File: src/inc/fast_parallel_consts.svh
// Contract
// RQ1 - x8: ratio 1, or 2 with decompression
// RQ2 - x16: 1 plain, 2 security, 4 decompression
// RQ3 - x32: 1 plain, 4 security, 8 decompression
// RQ4 - host presents one word per ratio clocks
// RQ5 - extra clocks decrypt and decompress word
// RQ6 - host clocks ratio minus one after last
// RQ7 - host waits 2 us or 1506 us first
// RQ8 - capture first edge of group, ignore rest
`ifndef FAST_PARALLEL_CONSTS_SVH
`define FAST_PARALLEL_CONSTS_SVH

`define CTRL_OFF 12'h000
`define KEY_OFF 12'h004
`define STAT_OFF 12'h008
`define COUNT_OFF 12'h00c
`define WORD_OFF 12'h010
`define FLAG_OFF 12'h014

`define CTRL_EN_BIT 0
`define CTRL_WIDTH_LO 1
`define CTRL_WIDTH_HI 2
`define CTRL_DECOMP_BIT 3
`define CTRL_SEC_BIT 4
`define CTRL_RESET 5'h00

`define FLAG_EARLY_BIT 0
`define FLAG_PARTIAL_BIT 1
`define FLAG_WIDTH_BIT 2

`define WIDTH_X8 2'h0
`define WIDTH_X16 2'h1
`define WIDTH_X32 2'h2

`define RATIO_1 4'h1
`define RATIO_2 4'h2
`define RATIO_4 4'h4
`define RATIO_8 4'h8

`define PCLK_MHZ 10
`define STATUS_GAP_US 2
`define RELEASE_GAP_US 1506
`define STATUS_GAP_CYC (`STATUS_GAP_US * `PCLK_MHZ)
`define RELEASE_GAP_CYC (`RELEASE_GAP_US * `PCLK_MHZ)

`endif

File: src/inc/fast_parallel_pkg.sv
package fast_parallel_pkg;
    typedef logic [1:0] bus_width_t;
    typedef logic [3:0] ratio_t;
    typedef enum logic [1:0] {
        intake_off,
        intake_wait,
        intake_run
    } intake_state_t;
endpackage

File: src/fast_parallel_intake.sv
// The placing of the registers and the APB register port were left to the implementer.
`timescale 1ns/1ns
`include "fast_parallel_consts.svh"
module fast_parallel_intake #(
    parameter int unsigned RELEASE_CYC = `RELEASE_GAP_CYC
) (
    input wire logic pclk,
    input wire logic presetn,
    input wire logic psel,
    input wire logic penable,
    input wire logic pwrite,
    input wire logic [11:0] paddr,
    input wire logic [31:0] pwdata,
    output logic [31:0] prdata,
    output logic pready,
    output logic pslverr,
    input wire logic config_clock,
    input wire logic [31:0] config_data,
    output logic [31:0] word_data,
    output logic word_valid,
    output logic busy
);
    fast_parallel_pkg::intake_state_t state_r;
    fast_parallel_pkg::ratio_t ratio_now;
    fast_parallel_pkg::ratio_t ratio_r;
    fast_parallel_pkg::ratio_t phase_r;
    logic [4:0] ctrl_r;
    logic [31:0] key_r;
    logic [31:0] count_r;
    logic [2:0] flag_r;
    logic [31:0] prdata_r;
    logic [15:0] wait_r;
    logic clk_d_r;
    logic word_valid_r;
    logic width_bad;
    logic en;
    logic rise;
    logic capture;
    logic step;
    logic last_step;
    logic wr;
    logic setup;
    logic hit;
    logic [31:0] data_masked;

    assign en = ctrl_r[`CTRL_EN_BIT];
    assign setup = psel & ~penable;
    assign wr = psel & penable & pwrite;
    assign pready = 1'b1;
    assign hit = (paddr == `CTRL_OFF) || (paddr == `KEY_OFF) ||
        (paddr == `STAT_OFF) || (paddr == `COUNT_OFF) ||
        (paddr == `WORD_OFF) || (paddr == `FLAG_OFF);
    assign pslverr = psel & penable & ~hit;
    assign prdata = prdata_r;
    assign word_valid = word_valid_r;
    assign busy = (phase_r != 4'h0);

    fast_parallel_ratio u_ratio (
        .width(ctrl_r[`CTRL_WIDTH_HI:`CTRL_WIDTH_LO]),
        .decomp_en(ctrl_r[`CTRL_DECOMP_BIT]),
        .sec_en(ctrl_r[`CTRL_SEC_BIT]),
        .ratio(ratio_now),
        .width_bad(width_bad)
    );

    // config clock is taken as synchronous to pclk; edge found here
    always_ff @(posedge pclk or negedge presetn) begin
        if (!presetn)
            clk_d_r <= 1'b0;
        else
            clk_d_r <= config_clock;
    end
    assign rise = config_clock & ~clk_d_r &
        (state_r != fast_parallel_pkg::intake_off);

    assign capture = rise && (phase_r == 4'h0); // RQ8
    assign step = rise && (phase_r != 4'h0); // RQ5
    assign last_step = step && (phase_r == ratio_r - 4'h1); // RQ4

    always_comb begin
        unique case (ctrl_r[`CTRL_WIDTH_HI:`CTRL_WIDTH_LO])
            `WIDTH_X8: data_masked = {24'h0, config_data[7:0]};
            `WIDTH_X16: data_masked = {16'h0, config_data[15:0]};
            default: data_masked = config_data;
        endcase
    end

    // host must not clock before the release wait; an early edge is flagged but still captured
    always_ff @(posedge pclk or negedge presetn) begin
        if (!presetn) begin
            state_r <= fast_parallel_pkg::intake_off;
            wait_r <= 16'h0;
        end else begin
            unique case (state_r)
                fast_parallel_pkg::intake_off: begin
                    wait_r <= 16'h0;
                    if (en) state_r <= fast_parallel_pkg::intake_wait;
                end
                fast_parallel_pkg::intake_wait: begin
                    wait_r <= wait_r + 16'h1;
                    if (!en)
                        state_r <= fast_parallel_pkg::intake_off;
                    else if (wait_r == 16'(RELEASE_CYC - 1))
                        state_r <= fast_parallel_pkg::intake_run;
                end
                fast_parallel_pkg::intake_run: begin
                    if (!en) state_r <= fast_parallel_pkg::intake_off;
                end
                default: begin
                    state_r <= fast_parallel_pkg::intake_off;
                end
            endcase
        end
    end

    // group phase: edge 0 captures, the rest feed the unpack engine
    always_ff @(posedge pclk or negedge presetn) begin
        if (!presetn) begin
            phase_r <= 4'h0;
            ratio_r <= `RATIO_1;
        end else if (!en) begin
            phase_r <= 4'h0;
        end else if (capture) begin
            ratio_r <= ratio_now; // RQ1 RQ2 RQ3
            phase_r <= (ratio_now == `RATIO_1) ? 4'h0 : 4'h1;
        end else if (last_step) begin
            phase_r <= 4'h0; // RQ4
        end else if (step) begin
            phase_r <= phase_r + 4'h1;
        end
    end

    always_ff @(posedge pclk or negedge presetn) begin
        if (!presetn)
            word_valid_r <= 1'b0;
        else
            word_valid_r <= (capture && ratio_now == `RATIO_1) ||
                last_step; // RQ5
    end

    fast_parallel_unpack u_unpack (
        .pclk(pclk),
        .presetn(presetn),
        .load(capture),
        .step(step),
        .sec_en(ctrl_r[`CTRL_SEC_BIT]),
        .decomp_en(ctrl_r[`CTRL_DECOMP_BIT]),
        .key(key_r),
        .din(data_masked),
        .dout_r(word_data)
    );

    always_ff @(posedge pclk or negedge presetn) begin
        if (!presetn) begin
            ctrl_r <= `CTRL_RESET;
            key_r <= 32'h0;
        end else if (wr && paddr == `CTRL_OFF) begin
            ctrl_r <= pwdata[4:0];
        end else if (wr && paddr == `KEY_OFF) begin
            key_r <= pwdata;
        end
    end

    always_ff @(posedge pclk or negedge presetn) begin
        if (!presetn)
            count_r <= 32'h0;
        else if (wr && paddr == `COUNT_OFF)
            count_r <= 32'h0;
        else if (capture)
            count_r <= count_r + 32'h1; // RQ8
    end

    // sticky flags, write one to clear; a new event beats the clear
    always_ff @(posedge pclk or negedge presetn) begin
        if (!presetn) begin
            flag_r <= 3'h0;
        end else begin
            flag_r <= (flag_r & ~((wr && paddr == `FLAG_OFF) ?
                pwdata[2:0] : 3'h0)) | {
                width_bad & en,
                busy & wr & (paddr == `CTRL_OFF) &
                    ~pwdata[`CTRL_EN_BIT],
                rise & (state_r == fast_parallel_pkg::intake_wait)};
        end
    end

    // read data loaded in setup so the access phase needs no wait
    always_ff @(posedge pclk or negedge presetn) begin
        if (!presetn) begin
            prdata_r <= 32'h0;
        end else if (setup) begin
            unique case (paddr)
                `CTRL_OFF: prdata_r <= {27'h0, ctrl_r};
                `KEY_OFF: prdata_r <= 32'h0;
                `STAT_OFF: prdata_r <= {22'h0, state_r, phase_r,
                    ratio_r};
                `COUNT_OFF: prdata_r <= count_r;
                `WORD_OFF: prdata_r <= word_data;
                `FLAG_OFF: prdata_r <= {29'h0, flag_r};
                default: prdata_r <= 32'h0;
            endcase
        end
    end
endmodule // fast_parallel_intake

File: src/fast_parallel_ratio.sv
`timescale 1ns/1ns
`include "fast_parallel_consts.svh"
module fast_parallel_ratio (
    input wire logic [1:0] width,
    input wire logic decomp_en,
    input wire logic sec_en,
    output fast_parallel_pkg::ratio_t ratio,
    output logic width_bad
);
    always_comb begin
        ratio = `RATIO_1;
        width_bad = 1'b0;
        unique case (width)
            `WIDTH_X8: begin
                if (decomp_en) ratio = `RATIO_2; // RQ1
            end
            `WIDTH_X16: begin
                if (decomp_en) ratio = `RATIO_4; // RQ2
                else if (sec_en) ratio = `RATIO_2; // RQ2
            end
            `WIDTH_X32: begin
                if (decomp_en) ratio = `RATIO_8; // RQ3
                else if (sec_en) ratio = `RATIO_4; // RQ3
            end
            default: begin
                // reserved code: run as x32 and flag it
                width_bad = 1'b1;
                if (decomp_en) ratio = `RATIO_8;
                else if (sec_en) ratio = `RATIO_4;
            end
        endcase
    end
endmodule // fast_parallel_ratio

File: src/fast_parallel_unpack.sv
`timescale 1ns/1ns
module fast_parallel_unpack (
    input wire logic pclk,
    input wire logic presetn,
    input wire logic load,
    input wire logic step,
    input wire logic sec_en,
    input wire logic decomp_en,
    input wire logic [31:0] key,
    input wire logic [31:0] din,
    output logic [31:0] dout_r
);
    logic [31:0] key_r;

    // one keystream round per extra edge when sec_en is set; key rolls so rounds differ
    always_ff @(posedge pclk or negedge presetn) begin
        if (!presetn) begin
            dout_r <= 32'h0;
            key_r <= 32'h0;
        end else if (load) begin
            dout_r <= sec_en ? (din ^ key) : din;
            key_r <= {key[30:0], key[31]};
        end else if (step) begin // RQ5
            key_r <= {key_r[30:0], key_r[31]};
            if (decomp_en)
                dout_r <= {dout_r[23:0], dout_r[31:24]} ^
                    (sec_en ? key_r : 32'h0);
            else if (sec_en)
                dout_r <= dout_r ^ key_r;
        end
    end
endmodule // fast_parallel_unpack

File: config.mk
export PLATFORM = sky130hd
export DESIGN_NAME = fast_parallel_intake
export DESIGN_NICKNAME = d
export VERILOG_FILES = /design/src/inc/fast_parallel_pkg.sv /design/src/fast_parallel_intake.sv /design/src/fast_parallel_ratio.sv /design/src/fast_parallel_unpack.sv
export VERILOG_INCLUDE_DIRS = /design/src /design/src/inc
export SDC_FILE = /design/constraint.sdc
export NUM_CORES = 1
export LEC_CHECK = 0
export ABC_AREA = 0
export BUFFER_PORTS_ARGS = -buffer_cell sky130_fd_sc_hd__buf_2
export CORE_AREA = 2 2 225 172
export CTS_CLUSTER_DIAMETER = 150
export CTS_CLUSTER_SIZE = 30
export DETAILED_ROUTE_END_ITERATION = 6
export DIE_AREA = 0 0 227 174
export GPL_ROUTABILITY_DRIVEN = 0
export PLACE_DENSITY = 0.53
export SYNTH_ARGS = -nofsm -noshare
export SYNTH_HDL_FRONTEND = slang
export SYNTH_SLANG_ARGS = --single-unit
File: constraint.sdc
create_clock -name pclk -period 2.54 [get_ports pclk]
set_clock_uncertainty 0.2 [all_clocks]
set_input_delay 0.254 -clock pclk [delete_from_list [all_inputs] [get_ports pclk]]
set_output_delay 0.254 -clock pclk [all_outputs]
set_load 0.03 [all_outputs]
---- After elaboration in Yosys (flattened, before gate mapping) ----
Cells that the tools add are included.
operators by class
  add/sub/neg operators ................... 4
  eq/ne operators ......................... 16
  multiplexer cells ....................... 31
  bitwise gates (word level) .............. 22
  reductions and logical operators ........ 29
operators by type and width
  operator                 number
  $mux W32                 10
  $pmux W32 S5             1
  $xor A32 B32 Y32         3
  $pmux W32 S2             1
  $add A32 B1 Y32 const B  1
  $pmux W16 S2             1
  $eq A12 B4 Y1 const B    2
  $eq A12 B5 Y1 const B    2
  $mux W4                  6
  $add A16 B1 Y16 const B  1
  $eq A16 B14 Y1 const B   1
  $eq A12 B3 Y1 const B    1
  $logic_not A12 Y1        1
  $mux W2                  6
  $and A1 B1 Y1            11
  $logic_and A1 B1 Y1      8
  $pmux W4 S2              1
  $reduce_bool A2 Y1       4
  $logic_or A1 B1 Y1       6
  $mux W3                  2
  $pmux W2 S3              1
  $reduce_and A2 Y1        3
  $not A1 Y1               5
  $add A4 B1 Y4 const B    1
  other kinds (18)         23
word-level totals
  flip-flop bits (word level) ............. 196
  logic and storage cells ................. 115

---- Depth between registers and ports, before layout ----
  word-level depth ........................ 8
  mapped depth ............................ 9
  depth with buffers taken out ............ 8

---- Hierarchy ----
Synthesis repeated with hierarchy kept, for this count alone.
unflattened totals
  cells, all modules ...................... 1128
  area, all modules ....................... 11601.1 sq um
by module, submodules not included
  module                instances  cells each  area an instance (sq um)  sequential area each (sq um)
  fast_parallel_intake  1          618         6835.3                    3304.4
  fast_parallel_unpack  1          500         4705.8                    1601.5
  fast_parallel_ratio   1          10          60.1                      0.0

---- Worst setup path before layout ----
No wires, ideal clock.
  path type ............................... register to register
  start ................................... reg phase_r[0]
  end ..................................... reg count_r[14]
  data arrival time ....................... 2.149 ns
  required time ........................... 2.208 ns
  path slack .............................. 0.059 ns
  cell stages (with the launch flop) ...... 10
  period minus slack after synthesis ...... 2.481 ns
  cells stage by stage .................... dfrtp_1 -> inv_1 -> ha_1 -> nor3b_4 -> inv_2 -> or4_1 -> clkbuf_1 -> or4_1 -> xor2_1 -> nor2_1
on the way
  longest elaborated chain between the ends .. 3
ends and longest elaborated chain
  item                                 RTL line                     source
  from (decl)                          fast_parallel_intake.sv:26   fast_parallel_pkg::ratio_t phase_r;
  from (signal assigned)               fast_parallel_intake.sv:125  phase_r <= (ratio_now == `RATIO_1) ? 4'h0 : 4'h1;
  from (signal assigned)               fast_parallel_intake.sv:129  phase_r <= phase_r + 4'h1;
  $logic_not A4 Y1                     fast_parallel_intake.sv:76   assign capture = rise && (phase_r == 4'h0);
  $logic_and A1 B1 Y1                  fast_parallel_intake.sv:76
  $reduce_bool A2 Y1 (no source line)  -
  to (signal assigned)                 fast_parallel_intake.sv:170  count_r <= count_r + 32'h1;
  to (decl)                            fast_parallel_intake.sv:29   logic [31:0] count_r;
Every way passes these cells.
A chain may end at the register's enable or synchronous reset.

---- Final worst setup path ----
  start ................................... reg phase_r[1]
  end ..................................... reg count_r[14]
Same word-level chain as after synthesis.

==> summary.md <==
Dividing the detail-routed wire length by the instance count gives 17.8 um. The clock-pin slew reported for the worst setup and hold paths after clock tree synthesis was 0.08 ns. For met3 alone, demand over resource in global routing was 4.24%.

The total overflow left after global routing is 0. Traced cell by cell, the critical path runs through inv_1 > ha_1 > nor3b_4 > inv_2 > or4_1 > or4_1 > xor2_1 > nor2_1. The post-route fraction of the period consumed by the critical path came out at 94.8%. The mean area per synthesized cell was 8.84 um2. The worst setup path is of the reg -> reg kind. In this run the tightest slew margin relative to its limit is 51.4%.

The post-synthesis cell type with the largest combined area is dfrtp_1. Of the synthesized area, sequential elements account for 45.8%. In the global route stage, met1 resource usage came out at 26.7%.

Once detail routing completed, the nets flagged for antenna violations numbered 0. The run gives 53100 um as the global-route wire length before repair. The logs give 2.68 ns for the required time at the endpoint of the critical path and 2 for the worst-case clock buffer depth. 150 I/O pins were placed. The die area is 39500 um2.

After detailed routing, the number of vias per cell comes to 4.85. The maximum net fanout on the critical path is 5, and the count of cell types in the netlist is 50. The number of nets handed over by synthesis was 1299.

Number of non-filler instances in the completed layout: 1911. Entering global routing, the biggest net connects 79 pins. Among all flip-flop cells after synthesis, the most frequent one is dfrtp_1.

Derived from the worst setup path, the maximum achievable clock frequency is 415 MHz. The number of flops mapped to enable cells by yosys was 0; the data arrival time of the critical path was 2.55 ns. The critical path's largest stage delay is 0.55 ns, and the number of placed instances with taps included is 1836. The fraction of final layout cells sized beyond drive strength 1 was 19.7%.

The first TritonRoute pass finished after 7 iterations. The floorplan has 62 rows. Counting the buffers created by CTS gives 17.

Most common cell in the netlist: nand2_1. After synthesis, the largest area contributor takes up 45.6% of total cell area. For this design the static power due to leakage is 0.00564 uW.

Counting flops with an async set or reset pin after synthesis yields a share of 100%. The total via count after detailed routing is 9269, and the residual DRC count is 0. The worst setup path is captured at a register.

The worst-case IR drop observed on VDD is 0.437 mV. The commonest cells after synthesis are nand2_1 (256), dfrtp_1 (195), nor2_1 (152). Relative to the synthesized area, the layout overhead comes to 24.4%. In this run, the number of DRC markers left after iteration 0 of detailed routing was 803. The number of H-tree levels is 4.

The tool flagged a number of max-cap violations equal to 0. In the final layout, the multi-input gates occupy 5490 um2. For the all-layer global routing usage, the log shows 17.6%. The flow ran to the end, and the final reports show no timing, DRC or antenna violations. The synthesized flop and latch total is 196, and the flip-flop and latch area is 4910 um2.

The clock reaches the later pin of the worst-skew pair after 0.45 ns. Height of the die: 174 um. Global routing consumed, on the met2 layer, 25.0% of the routing resources. The most frequent cell on the critical path is or4_1.

The via count of the first global-routing pass was 8848. The total area inside the core boundary comes to 37500 um2. The routed design has 33900 um of wire. The final layout contains 1472 nets. STA classifies the critical path startpoint as a register.

The Yosys step of the flow raised 0 warnings. By area the synthesized netlist is led by dfrtp_1 (46%), nand2_1 (9.0%), xnor2_1 (7.3%). The layout has 3923 filler cells. The tools report the max-slew violation count as 0. The standard cell with the maximum stage delay on the critical path is or4_1.

The die width works out to 227 um. Final number of setup-violating endpoints: 0. The count of buffers added on input and output ports is 148. The global routing stage identified its most utilized layer as met1.

The number of antenna violations at the first check in global routing is 2. TritonCTS built the clock tree. Once the floorplan was initialized, standard cells occupied 28.5% of the core. In this run the worst hold path is classified as in -> reg. The CTS sink count is 196. The power density over the cells is 480 nW/um2, and the setup TNS is 0 ns. The post-route minimum period came out at 2.41 ns. The clock root buffer was clkbuf_16. In the synthesized netlist, the number of instances is 1212. For the pin with the worst max-slew slack, the measured transition is 0.729 ns. The run gives 10700 um2 as the area of the mapped netlist.

Setup repair after global routing could not meet its margin everywhere. For the half-perimeter wire length of the detailed placement result, the log shows 24400 um. The run gives 0 as the final count of hold timing violations.
[state kept, by name, indices dropped and copies added (netlist names)]
signal,flops
ctrl_r,5
u_unpack.key_r,32
count_r,32
word_valid,1
clk_d_r,1
key_r,32
phase_r,4
ratio_r,4
flag_r,3
prdata,32
wait_r,16
state_r,2
u_unpack.dout_r,32
[final timing paths]
kind / start / to / slack [ns] / depth (start not counted)
max: phase_r[1] / count_r[14] / 0.13 / 8
min: config_data[15] / u_unpack.dout_r[15] / 0.02 / 5
max reg2reg: phase_r[1] / count_r[14] / 0.13 / 8
min reg2reg: prdata[18] / prdata[18] / 0.27 / 2
max in group asynchronous: presetn / phase_r[0] / 1.21 / 3
min in group asynchronous: presetn / wait_r[7] / 0.21 / 2
[critical path, delay by kind of cell, from the launching register on]
kind,cells,cell delay (ns)
and+or+nand+nor,4,1.26
buffers and inverters,2,0.17
DFF,1,0.38
adders and majority gates,1,0.15
xor gates and xnor gates,1,0.15
[cell families (layout without fill, tap and decap cells)]
logic type,after synthesis,in the layout,share of synthesized area (%)
buffers and inverters,94,280,3.38
flip-flops,196,196,45.8
AND/OR/NAND/NOR,522,522,21.0
other,1,2,0.0350
XOR/XNOR,141,141,11.5
multiplexers,51,51,5.18
AO/OA/AOI/OAI,202,202,12.5
adder cells (fa/ha/maj),5,5,0.584
[placed cells by master (no fill, tap or decap), types with 3 or more instances in the layout]
cell type / count
nor3_1: 9
mux2_2: 35
clkbuf_16: 17
inv_6: 3
buf_4: 33
o21ai_0: 45
a22o_1: 6
a21oi_1: 17
or3_1: 4
xnor2_1: 89
and4_1: 9
a22oi_1: 22
dfrtp_1: 193
inv_1: 12
nand2_1: 256
nand2b_1: 7
nor2b_1: 7
dlygate4sd3_1: 42
a31oi_1: 35
nand3_1: 22
nor2_1: 151
xor2_1: 52
o31ai_1: 31
nand4_1: 20
mux2i_1: 16
buf_2: 147
o22ai_1: 3
nor4_1: 13
or4_1: 3
clkbuf_8: 3
a211oi_1: 32
buf_12: 10
clkinv_2: 3
and3_1: 6
nor3_2: 3
clkinvlp_4: 3
ha_1: 5
[metal layers]
metal	part of all wire [%]	up-vias	routed length, um
met4	1.3	0	426
met2	42	237	14200
met1	50	4511	17100
met3	6.4	23	2180
li1	-	4498	-
met5	0	-	0
[through the flow]
stage	total power, uW	hold slack, ns	setup slack [ns]	area [um2]	utilization, %
6_report	6400	0.0247	0.131	13300	35.5
2_1_floorplan	3400	-0.242	0.0591	10700	-
3_3_place_gp	3610	0.152	0.0723	12300	32.7
5_1_grt	6640	0.0373	0.000135	13300	35.5
4_1_cts	6470	0.00929	0.0187	13300	35.4
3_5_place_dp	3610	0.142	0.0337	12300	32.7
[power breakdown]
part / internal, uW / switching [uW] / total, uW
logic: 179 / 202 / 382
registers: 3150 / 54.8 / 3210
clock network: 1490 / 1320 / 2810
[what timing repair did]
action                                  CTS  global route
gates resized for setup                   0             4
endpoints found under the hold margin   122             0
endpoints found under the setup margin    0             6
hold buffers                             42             0
setup buffers                             0             0
[layout make-up]
| class | count | share of cell area (%) |
|---|---|---|
| Multi-Input combinational cell | 922 | 41.2 |
| Sequential cell | 196 | 36.8 |
| Timing Repair Buffer | 235 | 12.3 |
| Tap cell | 512 | 4.81 |
| Clock buffer | 18 | 3.30 |
| Clock inverter | 14 | 1.15 |
| Inverter | 13 | 0.366 |
| Antenna cell | 1 | 0.0188 |
No activity file was read; power rests on OpenSTA's default activity.
